--- src/rtl/tsi_irq_defines.vh ---
/*
  constants for the interrupt and test-command block: register indices, field positions,
  reset values and the frame timing count.
  assumes a 125 MHz device clock and registers reached at byte address = 4 * index.
*/
//
// Behaviour
// reading interrupt status clears its bits; they stay clear until a new event
// interrupt output asserts only for set, unmasked status with global gate bit 0 one
// status bits other than frame-sync error set whatever their masks
// frame-sync error mask at one stops detection and setting of that flag
// every implemented mask bit resets to one
// mask bits: pattern detect 5, pattern error 3, selftest 1, injection 0
// mask bits 4 and 2 read one, bit 7 reads zero; software writes ones
// generator-run bit 7 written one starts the generator, zero stops it
// software changes a pattern style only while its engine is stopped
// checker-run bit 6 written one starts locking, zero stops checking
// generator rate bits 5-4: 2.048, 4.096, 8.192 Mbit/s or idle
// software sets generator rate equal to the chosen transmit highway rate
// one transmit highway at most takes part in generation
// running generator or checker leaves all other switching untouched
// checker rate bits 3-2 use the generator encoding, 11 receives nothing
// software sets checker rate equal to the receive highway under test
// one checked highway only, chosen by a separate register
// test command bits 1-0 read as zero
// global gate zero blocks the interrupt output whatever the masks
// status: frame-sync 6, pattern detect 5, error 3, selftest 1, injection 0
// clear-on-read acts after read data returns; later events survive
`ifndef TSI_IRQ_DEFINES_VH
`define TSI_IRQ_DEFINES_VH

`define TSI_ADDR_W            6
`define TSI_IDX_GLOBAL_GATE   4'h6
`define TSI_IDX_IRQ_STATUS    4'h7
`define TSI_IDX_IRQ_MASK      4'h8
`define TSI_IDX_TEST_CMD      4'h9

`define TSI_BIT_GATE          0
`define TSI_BIT_FS_ERR        6
`define TSI_BIT_PAT_DETECT    5
`define TSI_BIT_PAT_ERROR     3
`define TSI_BIT_SELFTEST      1
`define TSI_BIT_INJECT        0

`define TSI_BIT_GEN_RUN       7
`define TSI_BIT_CHK_RUN       6
`define TSI_GEN_RATE_HI       5
`define TSI_GEN_RATE_LO       4
`define TSI_CHK_RATE_HI       3
`define TSI_CHK_RATE_LO       2

`define TSI_MASK_RESET        8'h7f
`define TSI_MASK_RSVD_ONES    8'h14
`define TSI_MASK_WR_BITS      8'h6b
`define TSI_STATUS_BITS       8'h6b
`define TSI_CMD_WR_BITS       8'hfc
`define TSI_CMD_RESET         8'h00
`define TSI_GATE_RESET        1'b0

`define TSI_RATE_2M048        2'h0
`define TSI_RATE_4M096        2'h1
`define TSI_RATE_8M192        2'h2
`define TSI_RATE_IDLE         2'h3

`define TSI_RESP_OKAY         2'h0
`define TSI_RESP_SLVERR       2'h2

`define TSI_CLK_PERIOD_NS     8
`define TSI_FRAME_TIME_NS     125000
`define TSI_FRAME_CYCLES      ((`TSI_FRAME_TIME_NS + `TSI_CLK_PERIOD_NS - 1) / `TSI_CLK_PERIOD_NS)

`endif

--- src/rtl/sticky_flags.v ---
/*
  bank of sticky event flags, one per bit.
  assumes set and clear vectors are synchronous to aclk; set beats clear.
*/
`timescale 1ns/1ps
module sticky_flags #(
  parameter W = 8
) (
  input  wire         aclk,
  input  wire         aresetn,
  input  wire [W-1:0] set,
  input  wire [W-1:0] clr,
  output wire [W-1:0] flags
);
  genvar i;
  generate
    for (i = 0; i < W; i = i + 1) begin : g_flag
      reg flag;
      always @(posedge aclk) begin
        if (!aresetn) begin
          flag <= 1'b0;
        end else if (set[i]) begin
          // an event in the clearing cycle is kept
          flag <= 1'b1;
        end else if (clr[i]) begin
          flag <= 1'b0;
        end
      end
      assign flags[i] = flag;
    end
  endgenerate
endmodule

--- src/rtl/axil_reg_port.v ---
/*
  axi4-lite slave handshake: one write and one read in flight, write address and data
  in either order, registered responses.
  assumes the parent decodes the held addresses combinationally.
*/
`timescale 1ns/1ps
`include "tsi_irq_defines.vh"
module axil_reg_port (
  input  wire                   aclk,
  input  wire                   aresetn,
  input  wire [`TSI_ADDR_W-1:0] awaddr,
  input  wire                   awvalid,
  output reg                    awready,
  input  wire [31:0]            wdata,
  input  wire [3:0]             wstrb,
  input  wire                   wvalid,
  output reg                    wready,
  output reg  [1:0]             bresp,
  output reg                    bvalid,
  input  wire                   bready,
  input  wire [`TSI_ADDR_W-1:0] araddr,
  input  wire                   arvalid,
  output reg                    arready,
  output reg  [31:0]            rdata,
  output reg  [1:0]             rresp,
  output reg                    rvalid,
  input  wire                   rready,
  output reg  [`TSI_ADDR_W-1:0] wr_addr,
  output reg  [31:0]            wr_data,
  output reg  [3:0]             wr_strb,
  output wire                   wr_fire,
  input  wire                   wr_err,
  output reg  [`TSI_ADDR_W-1:0] rd_addr,
  output reg                    rd_fire,
  input  wire [31:0]            rd_data,
  input  wire                   rd_err,
  output wire                   rd_done
);
  assign wr_fire = !awready && !wready && !bvalid;
  assign rd_done = rvalid && rready;

  always @(posedge aclk) begin
    if (!aresetn) begin
      awready <= 1'b1;
      wready  <= 1'b1;
      bvalid  <= 1'b0;
      bresp   <= `TSI_RESP_OKAY;
      wr_addr <= {`TSI_ADDR_W{1'b0}};
      wr_data <= 32'h0000_0000;
      wr_strb <= 4'h0;
    end else begin
      if (awvalid && awready) begin
        awready <= 1'b0;
        wr_addr <= awaddr;
      end
      if (wvalid && wready) begin
        wready  <= 1'b0;
        wr_data <= wdata;
        wr_strb <= wstrb;
      end
      if (wr_fire) begin
        bvalid <= 1'b1;
        bresp  <= wr_err ? `TSI_RESP_SLVERR : `TSI_RESP_OKAY;
      end
      if (bvalid && bready) begin
        bvalid  <= 1'b0;
        awready <= 1'b1;
        wready  <= 1'b1;
      end
    end
  end

  always @(posedge aclk) begin
    if (!aresetn) begin
      arready <= 1'b1;
      rd_fire <= 1'b0;
      rvalid  <= 1'b0;
      rdata   <= 32'h0000_0000;
      rresp   <= `TSI_RESP_OKAY;
      rd_addr <= {`TSI_ADDR_W{1'b0}};
    end else begin
      rd_fire <= arvalid && arready;
      if (arvalid && arready) begin
        arready <= 1'b0;
        rd_addr <= araddr;
      end
      if (rd_fire) begin
        rvalid <= 1'b1;
        rdata  <= rd_data;
        rresp  <= rd_err ? `TSI_RESP_SLVERR : `TSI_RESP_OKAY;
      end
      if (rd_done) begin
        rvalid  <= 1'b0;
        arready <= 1'b1;
      end
    end
  end
endmodule

--- src/rtl/tsi_irq_and_test_command.v ---
/*
  interrupt status, mask and global gate, frame-sync error detector and the test
  command register of the time-slot interchanger, behind an axi4-lite slave.
  assumes event inputs are synchronous to aclk; the pattern engines, connection store
  and highway datapath sit outside and consume the run, rate and enable outputs.
*/
`timescale 1ns/1ps
`include "tsi_irq_defines.vh"
module tsi_irq_and_test_command #(
  parameter FRAME_CYCLES = `TSI_FRAME_CYCLES
) (
  input  wire                   aclk,
  input  wire                   aresetn,
  input  wire [`TSI_ADDR_W-1:0] awaddr,
  input  wire                   awvalid,
  output wire                   awready,
  input  wire [31:0]            wdata,
  input  wire [3:0]             wstrb,
  input  wire                   wvalid,
  output wire                   wready,
  output wire [1:0]             bresp,
  output wire                   bvalid,
  input  wire                   bready,
  input  wire [`TSI_ADDR_W-1:0] araddr,
  input  wire                   arvalid,
  output wire                   arready,
  output wire [31:0]            rdata,
  output wire [1:0]             rresp,
  output wire                   rvalid,
  input  wire                   rready,
  input  wire                   frame_pulse,
  input  wire                   pattern_lock_flag,
  input  wire                   pattern_error_seen,
  input  wire                   memory_selftest_done,
  input  wire                   error_injection_done,
  output reg                    irq,
  output reg                    generator_run,
  output reg                    checker_run,
  output reg  [1:0]             generator_rate_field,
  output reg  [1:0]             checker_rate_field,
  output reg                    generator_start,
  output reg                    checker_start,
  output reg                    generator_tx_enable,
  output reg                    checker_rx_enable
);
  localparam [15:0] FRAME_LAST = FRAME_CYCLES[15:0] - 16'h0001;

  function reg_hit;
    input [`TSI_ADDR_W-1:0] addr;
    input [3:0]             idx;
    begin
      reg_hit = (addr[1:0] == 2'h0) && (addr[`TSI_ADDR_W-1:2] == idx);
    end
  endfunction

  function mapped;
    input [`TSI_ADDR_W-1:0] addr;
    begin
      mapped = reg_hit(addr, `TSI_IDX_GLOBAL_GATE) || reg_hit(addr, `TSI_IDX_IRQ_STATUS) ||
               reg_hit(addr, `TSI_IDX_IRQ_MASK) || reg_hit(addr, `TSI_IDX_TEST_CMD);
    end
  endfunction

  wire [`TSI_ADDR_W-1:0] wr_addr;
  wire [31:0]            wr_data;
  wire [3:0]             wr_strb;
  wire                   wr_fire;
  wire [`TSI_ADDR_W-1:0] rd_addr;
  wire                   rd_fire;
  wire                   rd_done;
  reg  [31:0]            rd_data;
  wire                   wr_err;
  wire                   rd_err;

  axil_reg_port u_port (
    .aclk    (aclk),
    .aresetn (aresetn),
    .awaddr  (awaddr),
    .awvalid (awvalid),
    .awready (awready),
    .wdata   (wdata),
    .wstrb   (wstrb),
    .wvalid  (wvalid),
    .wready  (wready),
    .bresp   (bresp),
    .bvalid  (bvalid),
    .bready  (bready),
    .araddr  (araddr),
    .arvalid (arvalid),
    .arready (arready),
    .rdata   (rdata),
    .rresp   (rresp),
    .rvalid  (rvalid),
    .rready  (rready),
    .wr_addr (wr_addr),
    .wr_data (wr_data),
    .wr_strb (wr_strb),
    .wr_fire (wr_fire),
    .wr_err  (wr_err),
    .rd_addr (rd_addr),
    .rd_fire (rd_fire),
    .rd_data (rd_data),
    .rd_err  (rd_err),
    .rd_done (rd_done)
  );

  assign wr_err = !mapped(wr_addr);
  assign rd_err = !mapped(rd_addr);

  // registers hold their 8-bit value in byte lane 0
  wire lane0_wr = wr_fire && wr_strb[0];
  wire wr_gate  = lane0_wr && reg_hit(wr_addr, `TSI_IDX_GLOBAL_GATE);
  wire wr_mask  = lane0_wr && reg_hit(wr_addr, `TSI_IDX_IRQ_MASK);
  wire wr_cmd   = lane0_wr && reg_hit(wr_addr, `TSI_IDX_TEST_CMD);

  reg       global_irq_gate;
  reg [7:0] mask_store;
  wire [7:0] irq_mask = (mask_store & `TSI_MASK_WR_BITS) | `TSI_MASK_RSVD_ONES;
  wire frame_sync_error_mask = mask_store[`TSI_BIT_FS_ERR];

  always @(posedge aclk) begin
    if (!aresetn) begin
      global_irq_gate <= `TSI_GATE_RESET;
      mask_store      <= `TSI_MASK_RESET;
    end else begin
      if (wr_gate) begin
        global_irq_gate <= wr_data[`TSI_BIT_GATE];
      end
      if (wr_mask) begin
        mask_store <= wr_data[7:0] & `TSI_MASK_WR_BITS;
      end
    end
  end

  // frame-sync checker: a pulse off the expected slot or a missing one is an error
  reg [15:0] frame_cnt;
  reg        frame_locked;
  reg        fs_error_event;

  always @(posedge aclk) begin
    if (!aresetn) begin
      frame_cnt      <= 16'h0000;
      frame_locked   <= 1'b0;
      fs_error_event <= 1'b0;
    end else if (frame_sync_error_mask) begin
      // held idle so the first pulse after unmasking only arms the checker
      frame_cnt      <= 16'h0000;
      frame_locked   <= 1'b0;
      fs_error_event <= 1'b0;
    end else if (frame_pulse) begin
      fs_error_event <= frame_locked && (frame_cnt != FRAME_LAST);
      frame_locked   <= 1'b1;
      frame_cnt      <= 16'h0000;
    end else if (frame_locked && frame_cnt == FRAME_LAST) begin
      fs_error_event <= 1'b1;
      frame_cnt      <= 16'h0000;
    end else begin
      fs_error_event <= 1'b0;
      frame_cnt      <= frame_cnt + 16'h0001;
    end
  end

  reg lock_prev;
  always @(posedge aclk) begin
    if (!aresetn) begin
      lock_prev <= 1'b0;
    end else begin
      lock_prev <= pattern_lock_flag;
    end
  end

  reg [7:0] status_set;
  always @* begin
    status_set = 8'h00;
    status_set[`TSI_BIT_FS_ERR]     = fs_error_event && !frame_sync_error_mask;
    status_set[`TSI_BIT_PAT_DETECT] = pattern_lock_flag && !lock_prev;
    status_set[`TSI_BIT_PAT_ERROR]  = pattern_error_seen;
    status_set[`TSI_BIT_SELFTEST]   = memory_selftest_done;
    status_set[`TSI_BIT_INJECT]     = error_injection_done;
  end

  // snapshot of the bits returned, so only those are cleared
  reg  [7:0] status_snap;
  reg        status_read;
  wire [7:0] irq_status;
  wire [7:0] status_clr = (rd_done && status_read) ? status_snap : 8'h00;

  sticky_flags #(
    .W (8)
  ) u_status (
    .aclk    (aclk),
    .aresetn (aresetn),
    .set     (status_set & `TSI_STATUS_BITS),
    .clr     (status_clr),
    .flags   (irq_status)
  );

  always @(posedge aclk) begin
    if (!aresetn) begin
      status_snap <= 8'h00;
      status_read <= 1'b0;
    end else if (rd_fire) begin
      status_snap <= irq_status;
      status_read <= reg_hit(rd_addr, `TSI_IDX_IRQ_STATUS);
    end else if (rd_done) begin
      status_read <= 1'b0;
    end
  end

  wire [7:0] test_cmd = {generator_run, checker_run, generator_rate_field,
                         checker_rate_field, 2'b00};

  always @* begin
    rd_data = 32'h0000_0000;
    if (reg_hit(rd_addr, `TSI_IDX_GLOBAL_GATE)) begin
      rd_data[`TSI_BIT_GATE] = global_irq_gate;
    end else if (reg_hit(rd_addr, `TSI_IDX_IRQ_STATUS)) begin
      rd_data[7:0] = irq_status;
    end else if (reg_hit(rd_addr, `TSI_IDX_IRQ_MASK)) begin
      rd_data[7:0] = irq_mask;
    end else if (reg_hit(rd_addr, `TSI_IDX_TEST_CMD)) begin
      rd_data[7:0] = test_cmd;
    end
  end

  always @(posedge aclk) begin
    if (!aresetn) begin
      irq <= 1'b0;
    end else begin
      irq <= global_irq_gate && |(irq_status & ~irq_mask & `TSI_STATUS_BITS);
    end
  end

  // style changes are only safe while the engine is stopped; not policed here
  always @(posedge aclk) begin
    if (!aresetn) begin
      generator_run        <= 1'b0;
      checker_run          <= 1'b0;
      generator_rate_field <= `TSI_RATE_2M048;
      checker_rate_field   <= `TSI_RATE_2M048;
      generator_start      <= 1'b0;
      checker_start        <= 1'b0;
      generator_tx_enable  <= 1'b0;
      checker_rx_enable    <= 1'b0;
    end else begin
      generator_start <= wr_cmd && wr_data[`TSI_BIT_GEN_RUN];
      checker_start   <= wr_cmd && wr_data[`TSI_BIT_CHK_RUN];
      if (wr_cmd) begin
        generator_run        <= wr_data[`TSI_BIT_GEN_RUN];
        checker_run          <= wr_data[`TSI_BIT_CHK_RUN];
        generator_rate_field <= wr_data[`TSI_GEN_RATE_HI:`TSI_GEN_RATE_LO];
        checker_rate_field   <= wr_data[`TSI_CHK_RATE_HI:`TSI_CHK_RATE_LO];
      end
      // a single enable each: one highway per engine, chosen outside this block
      generator_tx_enable <= generator_run &&
                             (generator_rate_field != `TSI_RATE_IDLE);
      checker_rx_enable   <= checker_run &&
                             (checker_rate_field != `TSI_RATE_IDLE);
    end
  end
endmodule

--- config.mk ---
export PLATFORM = sky130hd
export DESIGN_NAME = tsi_irq_and_test_command
export DESIGN_NICKNAME = d
export VERILOG_FILES = /design/src/rtl/sticky_flags.v /design/src/rtl/axil_reg_port.v /design/src/rtl/tsi_irq_and_test_command.v
export VERILOG_INCLUDE_DIRS = /design/src /design/src/rtl
export SDC_FILE = /design/constraint.sdc
export NUM_CORES = 1
export LEC_CHECK = 0
export BUFFER_PORTS_ARGS = -buffer_cell sky130_fd_sc_hd__buf_2
export CORE_UTILIZATION = 55
export DETAILED_ROUTE_END_ITERATION = 10
export PLACE_DENSITY_LB_ADDON = 0.25
export SKIP_LAST_GASP = 1
export SYNTH_ARGS = -nofsm -noshare
export SYNTH_HDL_FRONTEND = slang
export SYNTH_HIERARCHICAL = 1
export SYNTH_SLANG_ARGS = --single-unit
--- constraint.sdc ---
create_clock -name aclk -period 6.2 [get_ports aclk]
set_input_delay 1.55 -clock aclk [delete_from_list [all_inputs] [get_ports aclk]]
set_output_delay 1.55 -clock aclk [all_outputs]
set_load 0.01 [all_outputs]
Yosys cells after proc, flatten, opt, wreduce, memory -nomap -nowiden --
Cells that the tools add are included.
Storage, ports and cells: bits in registers 88, logic and storage cells 126, input port bits 60
Cells by class: mux-type cells 22, reduce and logical (&&, ||, !) cells 53, bitwise gates (word level) 3, equal/unequal tests 12, add/sub/neg operators 1
Operators by type and width (number):
- 1-bit logical AND | 29
- 8-bit two-way mux | 3
- 16-bit by 1-bit adder with 16-bit output, second input constant | 1
- 16-bit by 14-bit equality test with 1-bit output, second input constant | 1
- 4-bit by 3-bit equality test with 1-bit output, second input constant | 4
- 4-bit equality test, second input constant | 4
- 16-bit by 14-bit != test with 1-bit output, second input constant | 1
- 1-bit two-way mux | 15
- 7-bit two-way mux | 2
- 2-bit nonzero test | 6
- 7-bit bitwise AND | 1
- 7-bit NOT | 1
- 1-bit logical OR | 6
- 2-bit OR reduction | 3
- 1-bit zero test | 5
- 5-bit OR reduction | 1
- 2-bit zero test | 2
- 2-bit two-way mux | 2
- 2-bit != test, second input constant | 2
- 4-bit OR reduction | 1
- 1-bit NOT | 1

Logic depth before layout (Yosys ltp) --
Gate-level depths: netlist of the first run.
depth in word-level cells 6, depth in mapped cells 7, depth with buffers taken out 6

Modules after synthesis --
The synthesis of the first run kept the hierarchy.
By module, submodules not included:
- axil_reg_port | area each 3702.3 sq um, cells each 351, times used 1, seq. area each 1761.7 sq um
- tsi_irq_and_test_command | area each 2119.5 sq um, cells each 229, times used 1, seq. area each 900.9 sq um
- sticky_flags | area each 397.9 sq um, cells each 33, times used 1, seq. area each 160.2 sq um

Least setup slack after synthesis of the first run --
Ideal clock, no wire load.
path kind input-to-reg, start point input aresetn, end point register frame_cnt[11], path slack 3770 ps, cell stages on the path 6, arrival 2368 ps, path through clkbuf_1 > nand2b_1 > nor2_1 > o21ai_4 > buf_12 > nor2_2
Between the ends: longest elaborated chain between the ends 2
RTL lines:
- from (decl) | line tsi_irq_and_test_command.v:13 | input wire aresetn,
- 1-bit NOT (no source line)
- 4-bit OR reduction (no source line)
- to (signal assigned) | line tsi_irq_and_test_command.v:159 | frame_cnt <= frame_cnt + 16'h0001;
- to (decl) | line tsi_irq_and_test_command.v:136 | reg [15:0] frame_cnt;
Every way passes these cells. A chain may end at the register's enable or synchronous reset.

Worst setup path in the final report of the first run --
start point register u_port.wready, end point output wready
RTL lines:
- from (decl) | line axil_reg_port.v:17 | output reg wready,
- from (signal assigned) | line axil_reg_port.v:45 | wready <= 1'b1;
- from (signal assigned) | line axil_reg_port.v:57 | wready <= 1'b0;
- from (signal assigned) | line axil_reg_port.v:68 | wready <= 1'b1;
- to (decl) | line tsi_irq_and_test_command.v:20 | output wire wready,
No word-level cell between the ends.

==> results of run 1 <==
==> layout make-up <==
type                       count  area, um^2
tap                          108         135
fill                         730        2840
clock inverter                13         161
multi-input combinational    352        2480
sequential                   114        2280
clock buffer                  18         428
timing repair buffer          84         425
inverter                      14        52.6
==> metal layers <==
layer	part of all wire	up-vias
met1	0.48	1651
met3	0.046	11
met4	0.012	0
met2	0.46	96
li1	-	1828
met5	0	-
==> metrics by stage <==
step / area (um^2) / setup slack (ps) / power, mW / hold WS [ps]
6_report: 5970 / 3250 / 1.84 / 467
2_1_floorplan: 5150 / 3770 / 0.885 / 424
3_3_place_gp: 5380 / 3090 / 0.900 / 452
5_1_grt: 5970 / 3140 / 1.91 / 488
4_1_cts: 5970 / 3230 / 1.86 / 465
3_5_place_dp: 5380 / 3050 / 0.904 / 457
==> sequential cells by signal, summed over array words and instances (netlist names), 2 cells and up <==
signal,flops
mask_store,5
u_status/g_flag.flag,8
u_port/wr_addr,6
generator_rate_field,2
frame_cnt,16
u_port/rd_addr,6
u_port/rdata,32
checker_rate_field,2
u_port/wr_data,8
status_snap,8
==> worst min-delay path: stages, from the launching register on <==
cell and delay [ps]:
sky130_fd_sc_hd__dfxtp_1 330, sky130_fd_sc_hd__nand2_1 60, sky130_fd_sc_hd__a31oi_1 40
==> power by group through the flow <==
stage | combinational [mW] | clock, mW | sequential, mW
after floorplan | 0.0946 | 0 | 0.790
after CTS | 0.110 | 0.971 | 0.780
final | 0.109 | 0.953 | 0.780
after global routing | 0.121 | 1.01 | 0.784
after global placement | 0.106 | 0 | 0.793
after detailed placement | 0.109 | 0 | 0.795
==> worst max path at each step <==
stage,startpoint,endpoint,slack (ps)
6_report,u_port/wready$_SDFFE_PP1P_,wready,3250
4_1_cts,u_port/wready$_SDFFE_PP1P_,wready,3230
2_1_floorplan,aresetn,frame_cnt[11]$_SDFF_PP0_,3770
5_1_grt,u_port/wready$_SDFFE_PP1P_,wready,3140
3_5_place_dp,aresetn,u_port/arready$_SDFFE_PP1P_,3050
3_3_place_gp,aresetn,u_port/arready$_SDFFE_PP1P_,3090
==> qor.log, run 1 <==
qor: outcome.outcome finished, violations left
qor: outcome.violations DRC
qor: power.switching_part_of_the_total_power 0.222
qor: power.p_leak 2.52 nW
qor: power.total_switching_power 408 uW
qor: setup_path.required_arrival_time_at_the_worst_endpoint 4650 ps
qor: power.power.combinational.fraction 0.059
qor: floorplanning.design.core.area 0.00881 mm^2
qor: synth.synthesis.instances 500
qor: setup_path.slowest_delay 660 ps
qor: floorplanning.fp-row-count 34
qor: clocking.cts_num_sinks 114
qor: job.cap_violations 0
qor: grt.number_of_antenna_violations_at_the_first_check_in_global_routing 0
qor: grt.globalRouteTotalUtil 0.207
qor: grt.global_route_wire_length_before_repair 15,900 um
qor: final_layout.most-common-layout-cells sky130_fd_sc_hd__dfxtp_1 (113), sky130_fd_sc_hd__buf_2 (82), sky130_fd_sc_hd__nor2b_1 (54)
qor: final_layout.syn_to_final_growth 18.1%
qor: power.power_frac_clock 0.517
qor: timing.hold_violations 0
qor: clocking.clock_transition_at_the_registers_of_the_reported_paths 60 ps
qor: timing.timing.clock.skew 7.21 ps
qor: timing.setup-tns-final 0 ps
qor: place.half_perimeter_wire_length_of_the_detailed_placement_result 6240 um
qor: synth.mean_instance_size_in_the_synthesized_netlist 10.1 um^2
qor: route.dr.first_iter.drc_count 154
qor: timing.period_needed 2950 ps
qor: grt.gr-usage-met3 0.0601
qor: clocking.cts_hold_buf 0
qor: worst_hold_path.hold-path-cell-count 2
qor: timing.worst_slew_pin_slew 663 ps
qor: clocking.max-clock-path-buffers 2
qor: grt.grt_util_met2 0.324
qor: final_layout.drive_gt1_frac 0.234
qor: floorplanning.die_area 0.00957 mm^2
qor: grt.maximum_number_of_pins_on_one_net_before_global_route_repair 55
qor: setup_path.crit-reg2reg-launch frame_cnt[0]$_SDFF_PP0_
qor: setup_path.timing.critical_path.fanout_max 21
qor: power.share_seq_of_total_power 0.423
qor: clocking.clock_tree.htree_level_count 4
qor: setup_path.endpoint_of_the_worst_register_to_register_path frame_cnt[13]$_SDFF_PP0_
qor: timing.grt_setup_unrepaired no
qor: grt.grt_overflow_total 0
qor: worst_hold_path.hp-start global_irq_gate$_SDFFE_PN0P_
qor: power.power_report.internal_total 1.43 mW
qor: setup_path.criticalPathCategory reg -> out
qor: worst_hold_path.hold_end irq$_SDFF_PN0_
qor: grt.grt_util_met1 0.269
qor: clocking.tritoncts done
qor: setup_path.reg2reg_setup_slack 3880 ps
qor: clocking.cts_repair_resize_count 0
qor: grt.via_count_of_the_first_global_routing_pass 3,438
qor: final_layout.number_of_nets_in_the_layout 645
qor: place.dp.cells 672
qor: setup_path.kind_of_end_point_of_the_critical_path output pin
qor: final_layout.antennaDiodeCount 0
qor: route.drc 16
qor: timing.timing.final.crit_share 0.475
qor: route.drt_pre_antenna_iters 8
qor: floorplanning.initial_utilization 0.574
qor: timing.maxSlewViolCount 0
qor: route.wirelength 9310 um
qor: setup_path.critical_path.slowest_cell sky130_fd_sc_hd__dfxtp_1
qor: setup_path.cp_delay_by_family_top flip-flops
qor: floorplanning.die-width 97.8 um
qor: clocking.cts_made_buffers 17
qor: power.vdd.ir_drop.worst 0.310 mV
qor: route.via_count 3,586
qor: setup_path.setup.worst_path.start_class flip-flop
qor: timing.max_freq 0.339 GHz
qor: clocking.post-cts-setup-buffer-count 0
qor: place.final_replace_weighted_congestion 0.729
qor: floorplanning.chipHeight 97.8 um
qor: worst_hold_path.hold_path.class reg -> reg
qor: setup_path.timing.critical_path.buf_inv 1
qor: setup_path.crit_path_cells buf_2
qor: route.via_per_inst 5.10
qor: route.routedWlPerCell 13.2 um
qor: final_layout.final_core_utilization 0.678
qor: power.power.density 309 mW/mm^2
qor: place.buffer_ports.inserted 82
qor: grt.global_route.peak_usage_layer met2
qor: final_layout.stdcell_count 703
qor: final_layout.final_common_cell sky130_fd_sc_hd__dfxtp_1
qor: timing.finalSetupViolCount 0
qor: synth.syn-cell-area 0.00505 mm^2
qor: route.postRouteAntennaNets 0
qor: timing.headroom_to_the_max_slew_limit 0.558
qor: floorplanning.top_level_ports 112
qor: clocking.insertion_delay_to_the_later_sink_of_the_worst_skew_pair 510 ps
qor: setup_path.signal_arrival_time_at_the_worst_endpoint 1400 ps
qor: setup_path.critical_path_cell_count 1
qor: synth.ys_warn_count 6
qor: clocking.cts_root_buffer sky130_fd_sc_hd__clkbuf_8
qor: setup_path.r2r.worst_path.cells 6
Note: power is estimated with default switching activity, not from simulation.
==> run 2, diff against run 1 <==
CORE_UTILIZATION = 52   (was 55)
clock period = 2.6 ns   (was 6.2 ns; I/O delays follow)
==> qor.log, run 2 (synthesized netlist as in run 1, its figures left out) <==
qor: outcome.outcome finished clean
qor: clocking.cts_hold_buf 0
qor: setup_path.setup.worst_path.start_class flip-flop
qor: final_layout.final_cell_area 0.00598 mm^2
qor: clocking.max-clock-path-buffers 2
qor: grt.maximum_number_of_pins_on_one_net_before_global_route_repair 39
qor: route.via_per_inst 4.96
qor: final_layout.most-common-layout-cells sky130_fd_sc_hd__dfxtp_1 (113), sky130_fd_sc_hd__buf_2 (82), sky130_fd_sc_hd__nor2b_1 (54)
qor: clocking.clock_transition_at_the_registers_of_the_reported_paths 50 ps
qor: route.wirelength 9500 um
qor: timing.max_freq 0.427 GHz
qor: setup_path.crit_path_cells inv_1, ha_1, or4bb_1, or4_4, o21ai_4, nor2_1
qor: setup_path.required_arrival_time_at_the_worst_endpoint 2950 ps
qor: final_layout.syn_to_final_growth 18.4%
qor: clocking.cts_num_sinks 114
qor: setup_path.end_point_of_the_critical_path frame_cnt[4]$_SDFF_PP0_
qor: setup_path.r2r.worst_path.cells 6
qor: floorplanning.die-width 101 um
qor: setup_path.setup.worst_path.start frame_cnt[0]$_SDFF_PP0_
qor: grt.globalRouteTotalUtil 0.196
qor: floorplanning.initial_utilization 0.542
qor: setup_path.timing.critical_path.buf_inv 1
qor: setup_path.criticalPathCategory reg -> reg
qor: route.dr.first_iter.drc_count 84
qor: grt.grt_overflow_total 0
qor: route.drc 0
qor: power.vdd.ir_drop.worst 0.382 mV
qor: timing.period_needed 2340 ps
qor: place.buffer_ports.inserted 82
qor: timing.headroom_to_the_max_slew_limit 0.608
qor: grt.global_route_wire_length_before_repair 15,400 um
qor: job.cap_violations 0
qor: power.power.density 701 mW/mm^2
qor: timing.timing.final.crit_share 0.901
qor: clocking.tritoncts done
qor: final_layout.drive_gt1_frac 0.230
qor: route.routedWlPerCell 13.1 um
qor: clocking.cts_made_buffers 17
qor: final_layout.largest-register u_port/rdata
qor: floorplanning.design.core.area 0.00933 mm^2
qor: setup_path.slowest_delay 550 ps
qor: timing.setup-tns-final 0 ps
qor: setup_path.crit-reg2reg-launch frame_cnt[0]$_SDFF_PP0_
qor: final_layout.largest_reg_flops 32
qor: setup_path.timing.critical_path.fanout_max 16
qor: clocking.cts_repair_resize_count 0
qor: place.placed_area 0.00544 mm^2
qor: timing.maxSlewViolCount 0
qor: worst_hold_path.hold_path.class in -> reg
qor: place.final_replace_weighted_congestion 0.765
qor: setup_path.critical_path.slowest_cell sky130_fd_sc_hd__or4_4
qor: timing.timing.clock.skew 6.43 ps
qor: setup_path.critical_path_cell_count 6
qor: timing.hold-worst-slack 365 ps
qor: route.postRouteAntennaNets 0
qor: place.half_perimeter_wire_length_of_the_detailed_placement_result 6390 um
qor: final_layout.reg_top3 u_port/rdata: 32 flops, frame_cnt: 16 flops
qor: clocking.insertion_delay_to_the_later_sink_of_the_worst_skew_pair 490 ps
qor: clocking.cts_root_buffer sky130_fd_sc_hd__clkbuf_8
qor: power.post_layout_power 4.19 mW
qor: floorplanning.chipHeight 101 um
qor: clocking.post-cts-setup-buffer-count 0
qor: worst_hold_path.hold-path-cell-count 2
qor: final_layout.final_common_cell sky130_fd_sc_hd__dfxtp_1
qor: clocking.clock_tree.htree_level_count 4
qor: timing.finalSetupViolCount 0
qor: grt.number_of_antenna_violations_at_the_first_check_in_global_routing 0
qor: setup_path.reg2reg_setup_slack 260 ps
qor: timing.grt_setup_unrepaired no
qor: power.p_leak 2.53 nW
qor: route.via_count 3,594
qor: setup_path.kind_of_end_point_of_the_critical_path flip-flop
qor: final_layout.number_of_nets_in_the_layout 647
qor: final_layout.antennaDiodeCount 0
qor: setup_path.cp_delay_by_family_top simple AND/OR/NAND/NOR gates
qor: route.drt_pre_antenna_iters 5
qor: floorplanning.die_area 0.0101 mm^2
qor: setup_path.endpoint_of_the_worst_register_to_register_path frame_cnt[4]$_SDFF_PP0_
qor: timing.worst_slew_pin_slew 587 ps
qor: floorplanning.top_level_ports 112
qor: floorplanning.fp-row-count 35
qor: timing.hold_violations 0
qor: setup_path.signal_arrival_time_at_the_worst_endpoint 2700 ps
qor: final_layout.final_core_utilization 0.641
qor: grt.via_count_of_the_first_global_routing_pass 3,271
## run 2: worst min path at each step
| stage | start | endpoint |
|---|---|---|
| 3_5_place_dp | u_port/wr_data[1]$_SDFFE_PN0P_ | mask_store[1]$_SDFFE_PN1P_ |
| 4_1_cts | error_injection_done | u_status/g_flag[0].flag$_SDFFE_PN0P_ |
| 5_1_grt | memory_selftest_done | u_status/g_flag[1].flag$_SDFFE_PN0P_ |
| 6_report | error_injection_done | u_status/g_flag[0].flag$_SDFFE_PN0P_ |
| 3_3_place_gp | u_port/wr_data[1]$_SDFFE_PN0P_ | mask_store[1]$_SDFFE_PN1P_ |
| 2_1_floorplan | global_irq_gate$_SDFFE_PN0P_ | irq$_SDFF_PN0_ |
## run 2: layer usage
layer,global-route usage,up-vias,part of all wire
met4,0.0803,0,0.0072
met5,0,-,0
met3,0.0527,6,0.043
met2,0.306,75,0.45
li1,-,1840,-
met1,0.257,1673,0.50
## run 2: cell type report
type                       instances  area (um^2)
tap                              129          161
clock inverter                     6         55.1
fill                             779         3350
inverter                          14         52.6
sequential                       114         2280
timing repair buffer              86          465
clock buffer                      24          480
multi-input combinational        352         2480
## run 2: power by group
| part | switching, mW | leakage, nW | internal (mW) |
|---|---|---|---|
| registers | 0.0528 | 0.929 | 1.81 |
| logic | 0.124 | 1.33 | 0.141 |
| clock network | 0.717 | 0.270 | 1.35 |
| total | 0.893 | 2.53 | 3.30 |
## run 2: through the flow
step,setup WS (ps),cells
after floorplan,552,527
after global placement,334,695
after detailed placement,269,695
after CTS,239,725
after global routing,147,725
final,256,725
## run 2: worst reg2reg max path, delay by kind of cell (launching register included)
family	cells	cell delay, ps
AO/OA/AOI/OAI	1	480
buffers and inverters	1	70
AND/OR/NAND/NOR	3	1150
adder cells (fa/ha/maj)	1	150
flip-flops	1	350
==> run 3, diff against run 2 <==
PLACE_DENSITY = 0.78   (was not set)
PLACE_DENSITY_LB_ADDON = not set   (was 0.25)
==> qor.log, run 3 (synthesized netlist as in run 1, its figures left out) <==
qor: timing.timing.clock.skew 6.46 ps
qor: clocking.clock_transition_at_the_registers_of_the_reported_paths 60 ps
qor: worst_hold_path.hold-path-cell-count 2
qor: place.half_perimeter_wire_length_of_the_detailed_placement_result 6540 um
qor: grt.via_count_of_the_first_global_routing_pass 3,289
qor: route.postRouteAntennaNets 0
qor: route.drc 0
qor: route.routedWlPerCell 13.6 um
qor: final_layout.reg_top3 u_port/rdata: 32 flops, frame_cnt: 16 flops
qor: floorplanning.die-width 101 um
qor: setup_path.r2r.worst_path.cells 7
qor: setup_path.reg2reg_setup_slack 440 ps
qor: place.buffer_ports.inserted 82
qor: final_layout.drive_gt1_frac 0.237
qor: timing.grt_setup_unrepaired no
qor: setup_path.crit-reg2reg-launch frame_cnt[0]$_SDFF_PP0_
qor: timing.finalSetupViolCount 0
qor: timing.headroom_to_the_max_slew_limit 0.573
qor: route.via_count 3,663
qor: timing.maxSlewViolCount 0
qor: setup_path.endpoint_of_the_worst_register_to_register_path frame_cnt[13]$_SDFF_PP0_
qor: clocking.clock_tree.htree_level_count 4
qor: timing.setup-tns-final 0 ps
qor: timing.hold-worst-slack 391 ps
qor: setup_path.criticalPathCategory reg -> reg
qor: clocking.max-clock-path-buffers 2
qor: outcome.outcome finished clean
qor: final_layout.final_cell_area 0.00606 mm^2
qor: clocking.tritoncts done
qor: timing.hold_violations 0
qor: grt.global_route_wire_length_before_repair 16,000 um
qor: clocking.cts_made_buffers 17
qor: route.drt_pre_antenna_iters 4
qor: timing.worst_slew_pin_slew 641 ps
qor: final_layout.antennaDiodeCount 0
qor: place.final_replace_weighted_congestion 0.728
qor: power.vdd.ir_drop.worst 0.456 mV
qor: worst_hold_path.hold_path.class in -> reg
qor: final_layout.multiInputGateArea 0.00248 mm^2
qor: grt.globalRouteTotalUtil 0.204
qor: floorplanning.die_area 0.0101 mm^2
qor: job.cap_violations 0
qor: setup_path.kind_of_end_point_of_the_critical_path flip-flop
qor: clocking.insertion_delay_to_the_later_sink_of_the_worst_skew_pair 500 ps
qor: power.power.density 749 mW/mm^2
qor: final_layout.final.fill_count 731
qor: floorplanning.design.core.area 0.00933 mm^2
qor: timing.max_freq 0.463 GHz
qor: setup_path.timing.critical_path.fanout_max 16
qor: power.p_leak 2.55 nW
qor: timing.post-route-worst-setup-slack 439 ps
qor: route.via_per_inst 5.04
qor: worst_hold_path.hp-start pattern_error_seen
qor: timing.timing.final.crit_share 0.831
qor: floorplanning.top_level_ports 112
qor: floorplanning.fp-row-count 35
qor: setup_path.signal_arrival_time_at_the_worst_endpoint 2540 ps
qor: route.dr.first_iter.drc_count 226
qor: grt.maximum_number_of_pins_on_one_net_before_global_route_repair 52
qor: worst_hold_path.hold_end u_status/g_flag[3].flag$_SDFFE_PN0P_
qor: grt.grt_overflow_total 0
qor: final_layout.syn_to_final_growth 20.0%
qor: final_layout.final_common_cell sky130_fd_sc_hd__dfxtp_1
qor: clocking.cts_repair_resize_count 0
qor: final_layout.most-common-layout-cells sky130_fd_sc_hd__dfxtp_1 (113), sky130_fd_sc_hd__buf_2 (82), sky130_fd_sc_hd__nor2b_1 (54)
qor: floorplanning.initial_utilization 0.542
qor: place.placed_area 0.00543 mm^2
qor: route.wirelength 9890 um
qor: clocking.cts_root_buffer sky130_fd_sc_hd__clkbuf_8
qor: place.dp_slack 448 ps
qor: final_layout.regArea 0.00228 mm^2
qor: setup_path.required_arrival_time_at_the_worst_endpoint 2980 ps
qor: final_layout.number_of_nets_in_the_layout 647
qor: floorplanning.chipHeight 101 um
qor: final_layout.largest-register u_port/rdata
qor: setup_path.setup.worst_path.start_class flip-flop
qor: clocking.cts_num_sinks 114
qor: timing.period_needed 2160 ps
qor: grt.number_of_antenna_violations_at_the_first_check_in_global_routing 0
qor: final_layout.largest_reg_flops 32
qor: clocking.cts_hold_buf 0
qor: clocking.post-cts-setup-buffer-count 0
[run 3: per-stage QoR]
step                total power [mW]  instances  utilization
finish                          4.54        727        0.650
global route                    4.70        727        0.650
CTS                             4.57        727        0.650
detailed placement              2.16        695        0.582
global placement                2.15        695        0.582
floorplan                       2.11        527            -
[run 3: worst max path at each step]
stage               cells after the start                         end                  startpoint  slack, ps
floorplan                               7     frame_cnt[5]$_SDFF_PP0_     frame_cnt[0]$_SDFF_PP0_        550
global placement                        7     frame_cnt[3]$_SDFF_PP0_     frame_cnt[0]$_SDFF_PP0_        490
detailed placement                      7    frame_cnt[14]$_SDFF_PP0_     frame_cnt[0]$_SDFF_PP0_        450
CTS                                     7    frame_cnt[13]$_SDFF_PP0_     frame_cnt[0]$_SDFF_PP0_        440
global route                            5  mask_store[0]$_SDFFE_PN1P_  u_port/wready$_SDFFE_PP1P_        310
finish                                  7    frame_cnt[13]$_SDFF_PP0_     frame_cnt[0]$_SDFF_PP0_        440
[run 3: final cells by class]
cell class / instances / area share
multi-input cells: 352 / 0.409
flip-flops and latches: 114 / 0.377
repair buffers: 86 / 0.0747
clock buffers: 18 / 0.0706
clock inverters: 14 / 0.0332
well taps: 129 / 0.0266
inverters: 14 / 0.00867
[run 3: layer usage]
metal / vias to the layer above / share of wire / GRT usage
li1: 1849 / - / -
met1: 1723 / 0.47 / 0.269
met2: 83 / 0.47 / 0.319
met3: 8 / 0.041 / 0.0548
met4: 0 / 0.012 / 0.0814
met5: - / 0 / 0
[run 3: power by group]
part,switching [mW],total [mW],leakage [nW],internal (mW)
Combinational,0.121,0.260,1.33,0.139
Sequential,0.0595,1.87,0.929,1.81
Clock,0.818,2.41,0.291,1.59
[run 3: critical path: stages, from the launching register on]
cell,delay (ps)
sky130_fd_sc_hd__dfxtp_1,350
sky130_fd_sc_hd__inv_1,70
sky130_fd_sc_hd__ha_1,130
sky130_fd_sc_hd__or4bb_1,460
sky130_fd_sc_hd__or4_4,560
sky130_fd_sc_hd__o21ai_4,130
sky130_fd_sc_hd__buf_4,260
sky130_fd_sc_hd__nor2_1,80
